--- src/rtl/fdc_ctl_regs.svh ---
/*
 * Register offsets, field positions, reset values and timing counts
 * for the floppy drive control register bank.
 * Assumes a 200 MHz reference clock and an 8-bit host I/O bus.
 */
`ifndef FDC_CTL_REGS_SVH
`define FDC_CTL_REGS_SVH

`define OFS_STATUS_SECOND       10'h3F1
`define OFS_DRIVE_OUTPUT        10'h3F2
`define OFS_TAPE_SELECT         10'h3F3
`define OFS_DIGITAL_INPUT       10'h3F7

`define DOC_RESET_VAL           8'h00
`define TDS_RESET_VAL           2'h0

`define DOC_SEL_LSB             0
`define DOC_SEL_MSB             1
`define DOC_SOFT_RESET_N        2
`define DOC_DMA_IRQ_EN          3
`define DOC_MOTOR_LSB           4

`define SRB_ENH_MOTOR1          1
`define SRB_ENH_WRITE_GATE_OUT           2
`define SRB_ENH_RD_TOG          3
`define SRB_ENH_WR_TOG          4
`define SRB_ENH_SEL0            5

`define SOFT_RESET_MIN_NS       100
`define REF_CLK_MHZ             200
`define SOFT_RESET_CYCLES \
    ((`SOFT_RESET_MIN_NS * `REF_CLK_MHZ + 999) / 1000)

`endif
--- src/rtl/fdc_ctl_pkg.sv ---
/*
 * Types shared by the floppy drive control register bank.
 * Assumes the constants header is included by the design files.
 */
package fdc_ctl_pkg;

    typedef enum logic [1:0] {
        SYS_BASIC    = 2'b00,
        SYS_REDUCED  = 2'b01,
        SYS_ENHANCED = 2'b10
    } sys_mode_t;

    typedef struct packed {
        logic [9:0] addr;
        logic [7:0] wdata;
        logic       wr;
        logic       rd;
    } host_req_t;

    typedef struct packed {
        logic [3:0] sel_n;
        logic [3:0] motor_n;
    } drive_pins_t;

endpackage

--- src/rtl/fdc_ctl_regs.sv ---
/*
 * Floppy drive control register bank: drive output control, tape
 * select and the second disk status register in both layouts, plus
 * the drive select and motor decode onto active-low drive pins.
 * Assumes host strobes are synchronous one-cycle pulses on i_ref_clk and
 * the disk pins are asynchronous and are synchronised here.
 */
`timescale 1ns/1ps
`include "fdc_ctl_regs.svh"

// Function
// - Enhanced status bit1 mirrors motor 1
// - Enhanced status bit2 shows write gate
// - Enhanced bits3,4 toggle on data edges
// - Enhanced bit5 copies drive select bit0
// - Enhanced bits6,7 always read one
// - Reduced layout returns selects and drive-present
// - Reduced bit2 latches write gate rise
// - Reduced bits3,4 latch data edges, input-read clears
// - Output control writable anytime, hard reset zero
// - Bits1:0 choose one drive of four
// - Bit2 low holds controller in reset
// - Back-to-back clear/set write is valid reset
// - Basic/reduced: bit3 gates DMA and interrupt
// - Enhanced: DMA and interrupt pins always enabled
// - Bits7:4 drive motors 3 to 0
// - Internal decode: selects need motor bit
// - External decode: encoded selects, one motor
// - Tape register read/write, unused, high bits read zero
// - Tape select codes none or drives 1-3
// - Other modes float status register reads
module fdc_ctl_regs #(
    parameter int SOFT_RESET_CYCLES = `SOFT_RESET_CYCLES
) (
    input  wire logic                    i_ref_clk,
    input  wire logic                    i_rst_b,
    input  wire fdc_ctl_pkg::host_req_t  i_host,
    input  wire fdc_ctl_pkg::sys_mode_t  i_sys_mode,
    input  wire logic                    i_ext_decode,
    input  wire logic                    i_swap_drives,
    input  wire logic                    i_write_gate_out,
    input  wire logic                    i_read_data,
    input  wire logic                    i_write_data,
    input  wire logic                    i_second_drive_present_n,
    input  wire logic                    i_dma_req,
    input  wire logic                    i_floppy_irq,
    input  wire logic                    i_dma_ack_n,
    input  wire logic                    i_term_count,
    output logic [7:0]                   o_rdata,
    output logic                         o_rdata_oe_n,
    output fdc_ctl_pkg::drive_pins_t     o_drive,
    output logic                         o_soft_reset,
    output logic                         o_dma_req,
    output logic                         o_dma_req_oe_n,
    output logic                         o_floppy_irq_out,
    output logic                         o_floppy_irq_oe_n,
    output logic                         o_dma_ack_n,
    output logic                         o_term_count
);

    // A zero-length stretch would let a back-to-back clear and set slip by.
    if (SOFT_RESET_CYCLES < 1) begin : g_bad_stretch
        $error("SOFT_RESET_CYCLES must be at least one");
    end

    ////////////////////////////////////////////////////////////////////////
    // Disk pin synchronisers and edge detection.

    logic [3:0] pin_s1_q;
    logic [3:0] pin_s2_q;
    logic [2:0] pin_d_q;
    logic       write_gate_out_s;
    logic       rdat_s;
    logic       wdat_s;
    logic       drv2_s;
    logic       write_gate_out_rise;
    logic       rdat_fall;
    logic       wdat_fall;

    always_ff @(posedge i_ref_clk or negedge i_rst_b) begin
        if (!i_rst_b) begin
            pin_s1_q <= 4'h0;
            pin_s2_q <= 4'h0;
            pin_d_q  <= 3'h0;
        end else begin
            pin_s1_q <= {i_second_drive_present_n, i_write_data,
                         i_read_data, i_write_gate_out};
            pin_s2_q <= pin_s1_q;
            pin_d_q  <= pin_s2_q[2:0];
        end
    end

    assign write_gate_out_s    = pin_s2_q[0];
    assign rdat_s     = pin_s2_q[1];
    assign wdat_s     = pin_s2_q[2];
    assign drv2_s     = pin_s2_q[3];
    // Data pulses are active high; the trailing edge is the inactive one.
    assign write_gate_out_rise = write_gate_out_s & ~pin_d_q[0];
    assign rdat_fall  = ~rdat_s & pin_d_q[1];
    assign wdat_fall  = ~wdat_s & pin_d_q[2];

    // The host acknowledge and terminal count pins are asynchronous too.
    logic [1:0] hpin_s1_q;
    logic [1:0] hpin_s2_q;

    always_ff @(posedge i_ref_clk or negedge i_rst_b) begin
        if (!i_rst_b) begin
            hpin_s1_q <= 2'h1;
            hpin_s2_q <= 2'h1;
        end else begin
            hpin_s1_q <= {i_term_count, i_dma_ack_n};
            hpin_s2_q <= hpin_s1_q;
        end
    end

    ////////////////////////////////////////////////////////////////////////
    // Host access decode.

    // Full ten-bit compare: aliases of the port addresses are ignored.
    function automatic logic addr_hit(
        input fdc_ctl_pkg::host_req_t req,
        input logic [9:0]             ofs
    );
        return req.addr == ofs;
    endfunction

    logic wr_doc;
    logic wr_tds;
    logic rd_din;

    always_comb begin
        wr_doc = 1'b0;
        wr_tds = 1'b0;
        rd_din = 1'b0;
        if (i_host.wr && addr_hit(i_host, `OFS_DRIVE_OUTPUT)) begin
            wr_doc = 1'b1;
        end else if (i_host.wr && addr_hit(i_host, `OFS_TAPE_SELECT)) begin
            wr_tds = 1'b1;
        end else if (i_host.rd && addr_hit(i_host, `OFS_DIGITAL_INPUT)) begin
            rd_din = 1'b1;
        end
    end

    ////////////////////////////////////////////////////////////////////////
    // Drive output control and tape select registers.

    logic [7:0] drive_output_control_q;
    // Only the two select bits are stored; only the host read-back uses them.
    logic [1:0] tape_drive_select_q;

    // Only the hard reset clears these; the soft reset bit never does.
    always_ff @(posedge i_ref_clk or negedge i_rst_b) begin
        if (!i_rst_b) begin
            drive_output_control_q <= `DOC_RESET_VAL;
        end else if (wr_doc) begin
            drive_output_control_q <= i_host.wdata;
        end
    end

    always_ff @(posedge i_ref_clk or negedge i_rst_b) begin
        if (!i_rst_b) begin
            tape_drive_select_q <= `TDS_RESET_VAL;
        end else if (wr_tds) begin
            tape_drive_select_q <= i_host.wdata[1:0];
        end
    end

    ////////////////////////////////////////////////////////////////////////
    // Soft reset stretch: a clear immediately followed by a set still
    // gives the core a full minimum-width reset pulse.

    localparam int CW = $clog2(SOFT_RESET_CYCLES + 1);
    logic [CW-1:0] srst_cnt_q;
    logic          soft_rst_bit;

    assign soft_rst_bit = ~drive_output_control_q[`DOC_SOFT_RESET_N];

    always_ff @(posedge i_ref_clk or negedge i_rst_b) begin
        if (!i_rst_b) begin
            srst_cnt_q <= '0;
        end else if (soft_rst_bit) begin
            srst_cnt_q <= CW'(SOFT_RESET_CYCLES);
        end else if (srst_cnt_q != '0) begin
            srst_cnt_q <= srst_cnt_q - CW'(1);
        end
    end

    always_ff @(posedge i_ref_clk or negedge i_rst_b) begin
        if (!i_rst_b) begin
            o_soft_reset <= 1'b1;
        end else begin
            o_soft_reset <= soft_rst_bit || srst_cnt_q != '0;
        end
    end

    ////////////////////////////////////////////////////////////////////////
    // Status latches for both layouts; a set in the clearing cycle wins.

    logic rd_tog_q;
    logic wr_tog_q;
    logic write_gate_out_lat_q;
    logic rd_lat_q;
    logic wr_lat_q;

    always_ff @(posedge i_ref_clk or negedge i_rst_b) begin
        if (!i_rst_b) begin
            rd_tog_q <= 1'b0;
            wr_tog_q <= 1'b0;
        end else begin
            rd_tog_q <= rd_tog_q ^ rdat_fall;
            wr_tog_q <= wr_tog_q ^ wdat_fall;
        end
    end

    always_ff @(posedge i_ref_clk or negedge i_rst_b) begin
        if (!i_rst_b) begin
            write_gate_out_lat_q <= 1'b0;
            rd_lat_q    <= 1'b0;
            wr_lat_q    <= 1'b0;
        end else begin
            write_gate_out_lat_q <= write_gate_out_rise | (write_gate_out_lat_q & ~rd_din);
            rd_lat_q    <= rdat_fall | (rd_lat_q & ~rd_din);
            wr_lat_q    <= wdat_fall | (wr_lat_q & ~rd_din);
        end
    end

    ////////////////////////////////////////////////////////////////////////
    // Drive select and motor decode.

    // External decode puts the swapped drive number on the selects; its single
    // motor bit is picked with the raw, unswapped number.
    function automatic fdc_ctl_pkg::drive_pins_t decode_drive(
        input logic [7:0] doc,
        input logic       ext,
        input logic       swap
    );
        fdc_ctl_pkg::drive_pins_t p;
        logic [3:0]               mot;
        logic [1:0]               num;
        p   = '{sel_n: 4'hF, motor_n: 4'hF};
        mot = doc[7:4];
        num = doc[1:0];
        if (swap) begin
            mot = {mot[3:2], mot[0], mot[1]};
            num = (num[1] == 1'b0) ? {1'b0, ~num[0]} : num;
        end
        if (ext) begin
            p.sel_n   = {2'b11, num};
            p.motor_n = {3'b111, ~doc[4 + doc[1:0]]};
        end else begin
            p.motor_n = ~mot;
            if (mot[num]) begin
                p.sel_n[num] = 1'b0;
            end
        end
        return p;
    endfunction

    always_ff @(posedge i_ref_clk or negedge i_rst_b) begin
        if (!i_rst_b) begin
            o_drive <= '{sel_n: 4'hF, motor_n: 4'hF};
        end else begin
            o_drive <= decode_drive(drive_output_control_q, i_ext_decode,
                                    i_swap_drives);
        end
    end

    ////////////////////////////////////////////////////////////////////////
    // DMA and interrupt pin gating.

    logic pins_en;
    assign pins_en = (i_sys_mode == fdc_ctl_pkg::SYS_ENHANCED)
                   | drive_output_control_q[`DOC_DMA_IRQ_EN];

    always_ff @(posedge i_ref_clk or negedge i_rst_b) begin
        if (!i_rst_b) begin
            o_dma_req         <= 1'b0;
            o_floppy_irq_out  <= 1'b0;
            o_dma_ack_n       <= 1'b1;
            o_term_count      <= 1'b0;
        end else begin
            o_dma_req         <= i_dma_req;
            o_floppy_irq_out  <= i_floppy_irq;
            o_dma_ack_n       <= pins_en ? hpin_s2_q[0] : 1'b1;
            o_term_count      <= pins_en & hpin_s2_q[1];
        end
    end

    // No hard reset here: in enhanced mode the pins must stay enabled
    // while the reset is held, and the mode input alone decides that.
    always_ff @(posedge i_ref_clk) begin
        o_dma_req_oe_n    <= ~pins_en;
        o_floppy_irq_oe_n <= ~pins_en;
    end

    ////////////////////////////////////////////////////////////////////////
    // Read data path; the bus is driven in the cycle after the strobe.

    logic [7:0] rd_d;
    logic       rd_oe_d;

    always_comb begin
        rd_d    = 8'h00;
        rd_oe_d = 1'b0;
        if (i_host.rd && addr_hit(i_host, `OFS_STATUS_SECOND)) begin
            if (i_sys_mode == fdc_ctl_pkg::SYS_ENHANCED) begin
                rd_oe_d = 1'b1;
                // Motor bits follow the pins, so swap and external decode
                // are reported as the drives see them.
                rd_d    = {2'b11,
                           drive_output_control_q[`DOC_SEL_LSB],
                           wr_tog_q, rd_tog_q,
                           write_gate_out_s,
                           ~o_drive.motor_n[1],
                           ~o_drive.motor_n[0]};
            end else if (i_sys_mode == fdc_ctl_pkg::SYS_REDUCED) begin
                rd_oe_d = 1'b1;
                rd_d    = {drv2_s, o_drive.sel_n[1], o_drive.sel_n[0],
                           wr_lat_q, rd_lat_q, write_gate_out_lat_q,
                           o_drive.sel_n[3], o_drive.sel_n[2]};
            end
            // Basic mode leaves the bus floating.
        end else if (i_host.rd && addr_hit(i_host, `OFS_DRIVE_OUTPUT)) begin
            rd_oe_d = 1'b1;
            rd_d    = drive_output_control_q;
        end else if (i_host.rd && addr_hit(i_host, `OFS_TAPE_SELECT)) begin
            rd_oe_d = 1'b1;
            // Bits 7:2 are driven low; only the two select bits come from the register.
            rd_d    = {6'h00, tape_drive_select_q};
        end
    end

    always_ff @(posedge i_ref_clk or negedge i_rst_b) begin
        if (!i_rst_b) begin
            o_rdata      <= 8'h00;
            o_rdata_oe_n <= 1'b1;
        end else begin
            o_rdata      <= rd_d;
            o_rdata_oe_n <= ~rd_oe_d;
        end
    end

endmodule

--- config.mk ---
export PLATFORM = sky130hd
export DESIGN_NAME = fdc_ctl_regs
export DESIGN_NICKNAME = d
export VERILOG_FILES = /design/src/rtl/fdc_ctl_pkg.sv /design/src/rtl/fdc_ctl_regs.sv
export VERILOG_INCLUDE_DIRS = /design/src /design/src/rtl
export SDC_FILE = /design/constraint.sdc
export NUM_CORES = 1
export LEC_CHECK = 0
export BUFFER_PORTS_ARGS = -buffer_cell sky130_fd_sc_hd__buf_2
export CAP_MARGIN = 15
export CORE_ASPECT_RATIO = 0.8
export CORE_UTILIZATION = 43
export CTS_BUF_LIST = sky130_fd_sc_hd__clkbuf_8
export DETAILED_ROUTE_END_ITERATION = 10
export PLACE_DENSITY = 0.67
export SETUP_SLACK_MARGIN = 0.4
export SLEW_MARGIN = 30
export SYNTH_ARGS = -nofsm -noshare
export SYNTH_HDL_FRONTEND = slang
export SYNTH_SLANG_ARGS = --single-unit
export TNS_END_PERCENT = 5
--- constraint.sdc ---
create_clock -name i_ref_clk -period 2.2 [get_ports i_ref_clk]
set_clock_uncertainty 0.15 [all_clocks]
set_input_delay 0.11 -clock i_ref_clk [delete_from_list [all_inputs] [get_ports i_ref_clk]]
set_output_delay 0.11 -clock i_ref_clk [all_outputs]
set_load 0.03 [all_outputs]
==> results.yml, run 1 <==
outcome:
  outcome: "finished with violations"
  violations: "design-rule violations"
worst_setup_path:
  critPathLaunchType: "flop"
  rr_startpoint: "srst_cnt_q[0]$_DFFE_PN0P_"
  reg2reg_slack_ns: 0.39
  worst_path_max_delay_cell: "or3b_4"
  rr_endpoint: "srst_cnt_q[1]$_DFFE_PN0P_"
  cp.depth: 6
  crit_type: "flop to flop"
  worstPathBufferInverterCount: 1
  max_stage_delay_ns: 0.40
  crit_path_end: "srst_cnt_q[1]$_DFFE_PN0P_"
  crit_fanout: 5
  worst_setup_path_end_kind: "flop"
  arrival_ns: 1.92
  path_delay_family: "simple AND/OR/NAND/NOR gates"
  startpoint: "srst_cnt_q[0]$_DFFE_PN0P_"
  crit_chain: "inv_1, ha_1, or3b_4, nor2_4, mux2_2, nor2b_1"
  r2r_cells: 6
  cp_data_required_time_ns: 2.31
yosys:
  ys_types: 36
  synthFlopType: "dfrtp_1"
  syn_area_per_cell_um2: 12.62
  synthCells: 184
  ys_seq_area_share_pct: 62.98
  netlist_area_um2: 2322
  synth-seq-cells: 58
  ys_warn_count: 0
  syn_nets: 223
  async_flop_share_pct: 98.28
  synth_edf_count: 0
sta:
  final_max_slew_viol_count: 0
  worstMarginPinSlew_ns: 0.6798
  max-slew-margin-rel_pct: 54.68
  fin_crit_sh_pct: 82.49
  hold_viol_final: 0
  setup_violations: 0
  rsz0062_at_grt: "yes"
  tns_ns: 0
  fmax_ghz: 0.5510
  fin_crit_ns: 1.815
floorplan:
  core_area_um2: 5094
  dieArea_um2: 5700
  start_util_pct: 45.59
  ios: 58
  num_rows: 23
  die_w_um: 84.16
  die_h_um: 67.73
pwr:
  leakagePower_nw: 1.448
  p_int_w: 0.001815
  p_clk_share_pct: 42.6
  switching_power_w: 0.0005064
  power_frac_comb_pct: 8.2
  power_density_nw_per_um2: 747.2
  switching_share_pct: 21.81
  peakVddDrop_v: 0.0003898
  seq_power_share_pct: 49.2
detailed_routing:
  vias_per_cell: 4.820
  postRouteAntennaNets: 0
  drtIter0Drc: 74
  drt_wl_total_mm: 4.485
  drc: 10
  dr.pass1.iters: 9
  wl_per_cell_um: 13.27
  num_vias: 1629
grt:
  grt_max_degree: 58
  grt_first_pass_wirelength_mm: 6.913
  overflow: 0
  grt_pass1_vias: 1484
  grt_antenna_before_repair: 0
  gr-usage-all-layers_pct: 17.22
layout:
  areaGrowthSynthToFinish_pct: 33.78
  nets: 310
  layout-drive-gt1-share_pct: 39.86
  antennaDiodeCount: 0
  final_cell_mix: "57 x buf_2, 43 x dfrtp_1, 21 x dlygate4sd3_1"
  final_util_pct: 60.99
  final_common_cell: "buf_2"
cts:
  worstSkewPairLatency_ns: 0.33
  cts_buffer_depth: 2
  clk_pin_slew_worst_paths_ns: 0.06
  cts_buffers: 9
  clockRootBuffer: "clkbuf_8"
  clock_sinks: 58
  htree_levels: 3
  cts_tree: "built"
placed_design:
  place_hpwl_mm: 2.884
  io_buffers: 57
  place.gp.congestion: 0.8209
worst_hold_path:
  worst_hold_path_type: "primary input to flop"
flow_run:
  max_cap_viol_count: 0
## area by class of cell
cell class                      count  area, µm²
Fill cell                         421       1987
Sequential cell                    58       1464
Multi-Input combinational cell    110      787.0
Timing Repair Buffer               84      540.5
Clock buffer                       12      165.2
Tap cell                           62      77.57
Clock inverter                      4      42.54
Inverter                            8      30.03
## timing repair
item                       in CTS  in global routing
hold buffers                   21                  0
pin swaps                       1                  0
buffers inserted                0                  3
setup endpoints to repair       3                 12
gates resized for setup         1                  0
hold endpoints to repair       73                  0
## cell usage after synthesis (2+ instances only)
| cell | instances | area share [%] |
|---|---|---|
| dfrtp_1 | 44 | 47 |
| a21bo_2 | 2 | 0.86 |
| clkbuf_1 | 4 | 0.65 |
| xnor2_1 | 3 | 1.1 |
| o211ai_1 | 2 | 0.65 |
| buf_6 | 2 | 0.97 |
| o21ai_0 | 8 | 1.7 |
| nor2_1 | 6 | 0.97 |
| or3_1 | 3 | 0.81 |
| mux2_2 | 12 | 5.8 |
| a21boi_0 | 2 | 0.65 |
| ha_1 | 5 | 2.7 |
| nand4_1 | 2 | 0.54 |
| o2111ai_1 | 2 | 0.75 |
| nand2b_1 | 7 | 1.9 |
| or2_2 | 2 | 0.54 |
| dfstp_2 | 13 | 15 |
| a21oi_1 | 10 | 2.2 |
| nand2_1 | 17 | 2.7 |
| nor2b_1 | 9 | 2.4 |
| inv_1 | 8 | 1.3 |
| a22oi_1 | 4 | 1.3 |
| mux2i_1 | 4 | 1.7 |
## power groups by stage
stage,clock [W],combinational (W),sequential [W]
after floorplan,0,0.0000752,0.00117
after global routing,0.00108,0.000210,0.00115
after detailed placement,0,0.000165,0.00116
after global placement,0,0.000164,0.00116
after CTS,0.00102,0.000193,0.00114
final,0.000988,0.000191,0.00114
## tightest hold or removal path, delay by kind of cell
family                 cells  cell delay, ns
and+or+nand+nor            1            0.07
AOI/OAI and AO/OA          1            0.07
buffers and inverters      1            0.16
muxes                      1            0.11
## layer usage
| metal | track usage (%) | vias to the layer above | routed length, µm |
|---|---|---|---|
| met3 | 9.169 | 7 | 313 |
| met4 | 7.328 | 0 | 63 |
| li1 | - | 800 | - |
| met5 | 0 | - | 0 |
| met1 | 21.69 | 763 | 2160 |
| met2 | 24.80 | 59 | 1948 |
## sequential cells by signal, indices dropped and copies added, names as in the netlist, 2 cells and up
name,cells
srst_cnt_q,5
hpin_s2_q,2
tape_drive_select_q,2
drive_output_control_q,8
hpin_s1_q,2
pin_s1_q,4
pin_d_q,3
o_rdata,8
pin_s2_q,4
o_drive,8
## worst min path at each step
stage / to / cells after the start / slack [ns] / start
final: o_drive[0]$_DFF_PN1_ / 4 / 0.04 / i_swap_drives
after global routing: o_drive[4]$_DFF_PN1_ / 3 / 0.04 / i_swap_drives
after CTS: o_drive[0]$_DFF_PN1_ / 4 / 0.008 / i_swap_drives
after detailed placement: hpin_s1_q[0]$_DFF_PN1_ / 1 / 0.07 / i_dma_ack_n
after global placement: hpin_s1_q[0]$_DFF_PN1_ / 1 / 0.07 / i_dma_ack_n
after floorplan: drive_output_control_q[0]$_DFFE_PN0N_ / 0 / -0.34 / i_rst_b
## kinds of logic after synthesis
family | after synthesis | synth area share (%)
xor gates and xnor gates | 3 | 1.132
and+or+nand+nor | 52 | 12.12
buffers and inverters | 16 | 3.448
AOI/OAI and AO/OA | 33 | 9.106
adders and majority gates | 5 | 2.694
DFF | 58 | 62.99
muxes | 17 | 8.513
## stage by stage
step	setup slack, ns	area [µm²]	power [W]	hold slack (ns)	std cells
2_1_floorplan	0.4385	2330	0.001245	-0.3356	184
3_3_place_gp	0.3798	2665	0.001323	0.06563	298
3_5_place_dp	0.3569	2665	0.001326	0.06690	298
4_1_cts	0.3820	3084	0.002359	0.008343	335
5_1_grt	0.3112	3107	0.002433	0.04328	338
6_report	0.3853	3107	0.002321	0.03748	338
Note: power is estimated with default switching activity, not from simulation.
==> inputs of run 2 (changes only) <==
ABC_AREA = 1   (was default)
PLACE_DENSITY = 0.69   (was 0.67)
clock period = 1.5 ns   (was 2.2 ns; I/O delays follow)
==> results.yml, run 2 <==
yosys:
  synth-seq-cells: 58
  synth-compound-area-share_pct: 11.09
  syn_nets: 276
  synthCells: 237
  ys_warn_count: 0
  synth_most_common_cell: "dfrtp_1"
  yosysTopAreaCellShare_pct: 45.41
  ys_seq_area_share_pct: 60.32
  synth_xor_area_share_pct: 0.7224
  synth_top_family_by_area: "simple AND/OR/NAND/NOR gates"
  syn_area_per_cell_um2: 10.23
  yosys.area_share.simple_pct: 18.63
  synth_edf_count: 0
  synth_common_cells: "44 x dfrtp_1, 41 x nand2_1, 32 x inv_1"
  synthFlopType: "dfrtp_1"
  muxShareOfSynthArea_pct: 0
  synthAdderAreaFrac_pct: 2.580
  synth.largest_area_cell: "dfrtp_1"
  netlist_area_um2: 2425
  async_flop_share_pct: 98.28
  ys_types: 33
  synth.area.top_cells: "dfrtp_1 45%, dfstp_2 14%, nand2_1 6.3%"
cts:
  htree_levels: 3
  clockRootBuffer: "clkbuf_8"
  clk_pin_slew_worst_paths_ns: 0.06
  worstSkewPairLatency_ns: 0.33
  clock_sinks: 58
  cts_buffer_depth: 2
  cts_tree: "built"
  cts_buffers: 9
placed_design:
  place.gp.congestion: 0.8361
  postPlaceCellArea_um2: 2846
  io_buffers: 57
  place_hpwl_mm: 3.337
  place_inst: 373
detailed_routing:
  drc: 0
  wl_per_cell_um: 11.96
  vias_per_cell: 4.609
  postRouteAntennaNets: 0
  dr.pass1.iters: 4
  drtIter0Drc: 104
  drt_wl_total_mm: 4.929
  num_vias: 1899
worst_setup_path:
  cp_data_required_time_ns: 1.55
  reg2reg_slack_ns: 0.1
  worst_path_max_delay_cell: "dfrtp_1"
  rr_startpoint: "srst_cnt_q[0]$_DFFE_PN0P_"
  arrival_ns: 1.46
  crit_fanout: 4
  r2r_cells: 6
  worst_setup_path_end_kind: "flop"
  max_stage_delay_ns: 0.40
  crit_type: "flop to flop"
  critPathLaunchType: "flop"
  crit_chain: "inv_2, ha_4, nand3b_1, buf_4, a21oi_1, a211oi_2"
  rr_endpoint: "srst_cnt_q[3]$_DFFE_PN0P_"
layout:
  fin_cells: 412
  fin_area_um2: 3322
  final_cell_mix: "57 x buf_2, 44 x dfrtp_1, 40 x nand2_1"
  final_util_pct: 61.12
  fill_cells: 463
  final_common_cell: "buf_2"
  antennaDiodeCount: 0
  areaGrowthSynthToFinish_pct: 37.00
  layout-drive-gt1-share_pct: 36.83
  top_regs: "drive_output_control_q: 8 flops, o_drive: 8 flops, o_rdata: 8 flops"
  nets: 368
worst_hold_path:
  hold_depth: 4
  worst_hold_path_type: "primary input to flop"
  min_to: "o_rdata_oe_n$_DFF_PN1_"
  hp-start: "i_sys_mode[1]"
sta:
  whs_ns: -0.01290
  setup_violations: 0
  tns_ns: 0
  final_max_slew_viol_count: 0
  fin_crit_ns: 1.405
  worstMarginPinSlew_ns: 0.3186
  rsz0062_at_grt: "yes"
  max-slew-margin-rel_pct: 78.53
  fmax_ghz: 0.7118
  hold_viol_final: 2
  fin_crit_sh_pct: 93.66
outcome:
  outcome: "finished with violations"
  violations: "negative hold slack"
floorplan:
  core_area_um2: 5435
  die_w_um: 85.96
  die_h_um: 69.17
  dieArea_um2: 5945
  ios: 58
  start_util_pct: 44.61
  num_rows: 24
grt:
  overflow: 0
  gr-usage-all-layers_pct: 18.96
  grt_max_degree: 58
  grt_antenna_before_repair: 0
  grt_first_pass_wirelength_mm: 8.390
  grt_pass1_vias: 1813
pwr:
  peakVddDrop_v: 0.0004119
  power_density_nw_per_um2: 1048
  leakagePower_nw: 1.664
flow_run:
  max_cap_viol_count: 0
## run 2: cell types whose count changed after synthesis, sizes merged, moves of 9 or more
cell   delta
nand2    +30
inv      +24
o21ai    +18
nand3    +14
mux2     -12
nor2     +12
nor2b     -9
## run 2: layer usage
metal | global-route usage (%) | wire (µm) | vias to the layer above
met3 | 8.383 | 274 | 7
met5 | 0 | 0 | -
met4 | 7.222 | 70 | 0
met2 | 28.57 | 2370 | 48
li1 | - | - | 952
met1 | 24.04 | 2214 | 892
## run 2: how the worst max path moves through the flow
stage,from,endpoint,depth (start not counted)
floorplan,drive_output_control_q[0]$_DFFE_PN0N_,o_drive[6]$_DFF_PN1_,9
global placement,drive_output_control_q[0]$_DFFE_PN0N_,o_drive[6]$_DFF_PN1_,9
detailed placement,srst_cnt_q[0]$_DFFE_PN0P_,srst_cnt_q[0]$_DFFE_PN0P_,5
CTS,drive_output_control_q[1]$_DFFE_PN0N_,o_drive[6]$_DFF_PN1_,8
global route,drive_output_control_q[0]$_DFFE_PN0N_,o_drive[7]$_DFF_PN1_,9
finish,srst_cnt_q[0]$_DFFE_PN0P_,srst_cnt_q[3]$_DFFE_PN0P_,6
## run 2: stage by stage
stage / setup slack, ns / power (W)
finish: 0.09508 / 0.003483
global route: 0.01300 / 0.003654
CTS: 0.09731 / 0.003527
detailed placement: 0.003741 / 0.001961
global placement: 0.1125 / 0.001954
floorplan: 0.07768 / 0.001831
## run 2: what timing repair did
item                       4_1_cts  5_1_grt
gates cloned                     0        0
hold buffers                    20        2
gates resized for setup          9        1
pin swaps                        4        1
hold endpoints to repair        87        4
setup buffers                    0        1
setup endpoints to repair       30       46
## run 2: area by class of cell
cell class,count,area (µm²),share of cell area [%]
clock buffers,13,178.9,5.386
clock inverters,3,37.54,1.130
inverters,32,120.1,3.616
multi-input cells,141,847.1,25.50
flip-flops and latches,58,1463,44.03
well taps,78,97.59,2.938
repair buffers,87,578.1,17.40
## run 2: cell families (layout without fill, tap and decap cells)
| logic type | count (synthesis) | in the layout |
|---|---|---|
| AOI/OAI and AO/OA | 44 | 44 |
| xor gates and xnor gates | 2 | 2 |
| adders and majority gates | 5 | 5 |
| buffers and inverters | 38 | 135 |
| DFF | 58 | 58 |
| and+or+nand+nor | 90 | 90 |
## run 2: worst max-delay path, delay by kind of cell (launching register included)
| family | cells | cell delay, ns |
|---|---|---|
| and+or+nand+nor | 1 | 0.11 |
| adders and majority gates | 1 | 0.15 |
| DFF | 1 | 0.40 |
| buffers and inverters | 2 | 0.27 |
| AOI/OAI and AO/OA | 2 | 0.20 |
## run 2: where the power goes
| part | total [W] | switching, W | internal (W) |
|---|---|---|---|
| Clock | 0.00150 | 0.000564 | 0.000936 |
| Sequential | 0.00166 | 0.0000233 | 0.00164 |
| Combinational | 0.000322 | 0.000185 | 0.000137 |
==> inputs of run 3 (changes only) <==
CORE_MARGIN = 2   (was default)
==> results.yml, run 3 (synthesis gave the netlist of run 2 again) <==
worst_setup_path:
  crit_type: "flop to flop"
  critPathLaunchType: "flop"
  rr_startpoint: "srst_cnt_q[0]$_DFFE_PN0P_"
  worstPathBufferInverterCount: 1
  worst_setup_path_end_kind: "flop"
  worst_path_max_delay_cell: "dfrtp_1"
  crit_chain: "inv_2, ha_4, nand3b_1, or2_4, o22ai_2"
  arrival_ns: 1.56
  startpoint: "srst_cnt_q[0]$_DFFE_PN0P_"
  max_stage_delay_ns: 0.39
  cp_data_required_time_ns: 1.60
  crit_fanout: 4
  path_delay_family: "simple AND/OR/NAND/NOR gates"
grt:
  grt_antenna_before_repair: 0
  overflow: 0
  gr-usage-all-layers_pct: 18.63
  grt_max_degree: 58
  grt_pass1_vias: 1874
  grt_first_pass_wirelength_mm: 8.694
layout:
  layout-drive-gt1-share_pct: 39.04
  antennaDiodeCount: 0
  regArea_um2: 1463
  areaGrowthSynthToFinish_pct: 43.70
  final_common_cell: "dfrtp_1"
  fill_cells: 446
  final_util_pct: 64.11
  multi_input_area_um2: 887.1
  nets: 367
  final_cell_mix: "44 x dfrtp_1, 39 x nand2_1, 33 x buf_2"
  fin_cells: 411
  top_regs: "drive_output_control_q: 8 flops, o_drive: 8 flops, o_rdata: 8 flops"
worst_hold_path:
  worst_hold_path_type: "primary input to flop"
  hp-start: "i_sys_mode[1]"
cts:
  htree_levels: 3
  worstSkewPairLatency_ns: 0.33
  cts_buffer_depth: 2
  post_cts_buffers: 0
  cts-hold-fix-buffers: 22
  cts_tree: "built"
  clock_sinks: 58
  clockRootBuffer: "clkbuf_8"
  cts_buffers: 9
  clk_pin_slew_worst_paths_ns: 0.07
placed_design:
  place.gp.congestion: 0.7842
  dp_slack_ns: 0.006826
  place_inst: 373
  place_hpwl_mm: 3.470
  io_buffers: 57
pwr:
  power_density_nw_per_um2: 965.0
  peakVddDrop_v: 0.0003988
  power_frac_comb_pct: 10.5
  switching_share_pct: 23.28
  switching_power_w: 0.0007828
  p_clk_share_pct: 40.1
  leakagePower_nw: 1.732
  p_int_w: 0.002580
  seq_power_share_pct: 49.4
floorplan:
  ios: 58
  die_h_um: 71.17
  num_rows: 24
  start_util_pct: 44.61
  die_w_um: 87.96
  dieArea_um2: 6259
  core_area_um2: 5435
detailed_routing:
  drt_wl_total_mm: 5.413
  drc: 0
  num_vias: 1919
  vias_per_cell: 4.669
  drtIter0Drc: 97
  dr.pass1.iters: 4
  postRouteAntennaNets: 0
  wl_per_cell_um: 13.17
sta:
  tns_ns: 0
  hold_viol_final: 0
  setup_violations: 0
  fin_crit_sh_pct: 97.16
  max-slew-margin-rel_pct: 66.89
  rsz0062_at_grt: "yes"
  final_max_slew_viol_count: 0
  fin_crit_ns: 1.457
  worstMarginPinSlew_ns: 0.4928
  fmax_ghz: 0.6861
  setup_ws_ns: 0.04258
  whs_ns: 0.0001429
flow_run:
  max_cap_viol_count: 0
outcome:
  outcome: "finished, final reports clean"
run 3: final timing paths:
path                       slack (ns)  depth (start not counted)                         to
setup reg to reg                 0.04                          5  srst_cnt_q[1]$_DFFE_PN0P_
hold / removal                 0.0001                          4     o_rdata_oe_n$_DFF_PN1_
setup / recovery                 0.04                          5  srst_cnt_q[1]$_DFFE_PN0P_
min in group asynchronous        0.13                          3  srst_cnt_q[1]$_DFFE_PN0P_
max in group asynchronous        0.77                          3      o_dma_ack_n$_DFF_PN1_
hold reg to reg                  0.20                          0      pin_s2_q[2]$_DFF_PN0_
run 3: stage by stage:
step                instance area [µm²]  total power [W]
finish                             3485         0.003363
global route                       3485         0.003527
CTS                                3276         0.003369
detailed placement                 2846         0.001962
global placement                   2846         0.001955
floorplan                          2440         0.001831
run 3: metal layers:
| metal | wire [µm] | up-vias | track usage [%] |
|---|---|---|---|
| met2 | 2580 | 65 | 27.36 |
| met5 | 0 | - | 0 |
| met1 | 2425 | 894 | 25.04 |
| met3 | 299 | 9 | 7.701 |
| li1 | - | 951 | - |
| met4 | 107 | 0 | 6.496 |
run 3: area by class of cell:
cell class	count	share of cell area (%)
clock buffers	10	3.950
clock inverters	6	1.472
inverters	32	3.555
multi-input cells	141	25.46
flip-flops and latches	58	41.97
well taps	78	2.801
repair buffers	86	20.79
run 3: worst min-delay path: cells and delay by family:
| kind | cells | cell delay [ns] |
|---|---|---|
| and+or+nand+nor | 1 | 0.06 |
| adders and majority gates | 1 | 0.15 |
| buffers and inverters | 1 | 0.10 |
| AOI/OAI and AO/OA | 1 | 0.07 |
run 3: power by group through the flow:
stage                     clock network, W  registers, W  logic, W
final                              0.00135       0.00166  0.000352
after detailed placement                 0       0.00169  0.000277
after CTS                          0.00138       0.00166  0.000327
after floorplan                          0       0.00171  0.000125
after global placement                   0       0.00168  0.000270
after global routing               0.00147       0.00167  0.000392
run 3: timing repair:
action	CTS	global route
resized for setup	7	94
setup endpoints to repair	27	54
hold endpoints to repair	86	1
pin swaps	5	15
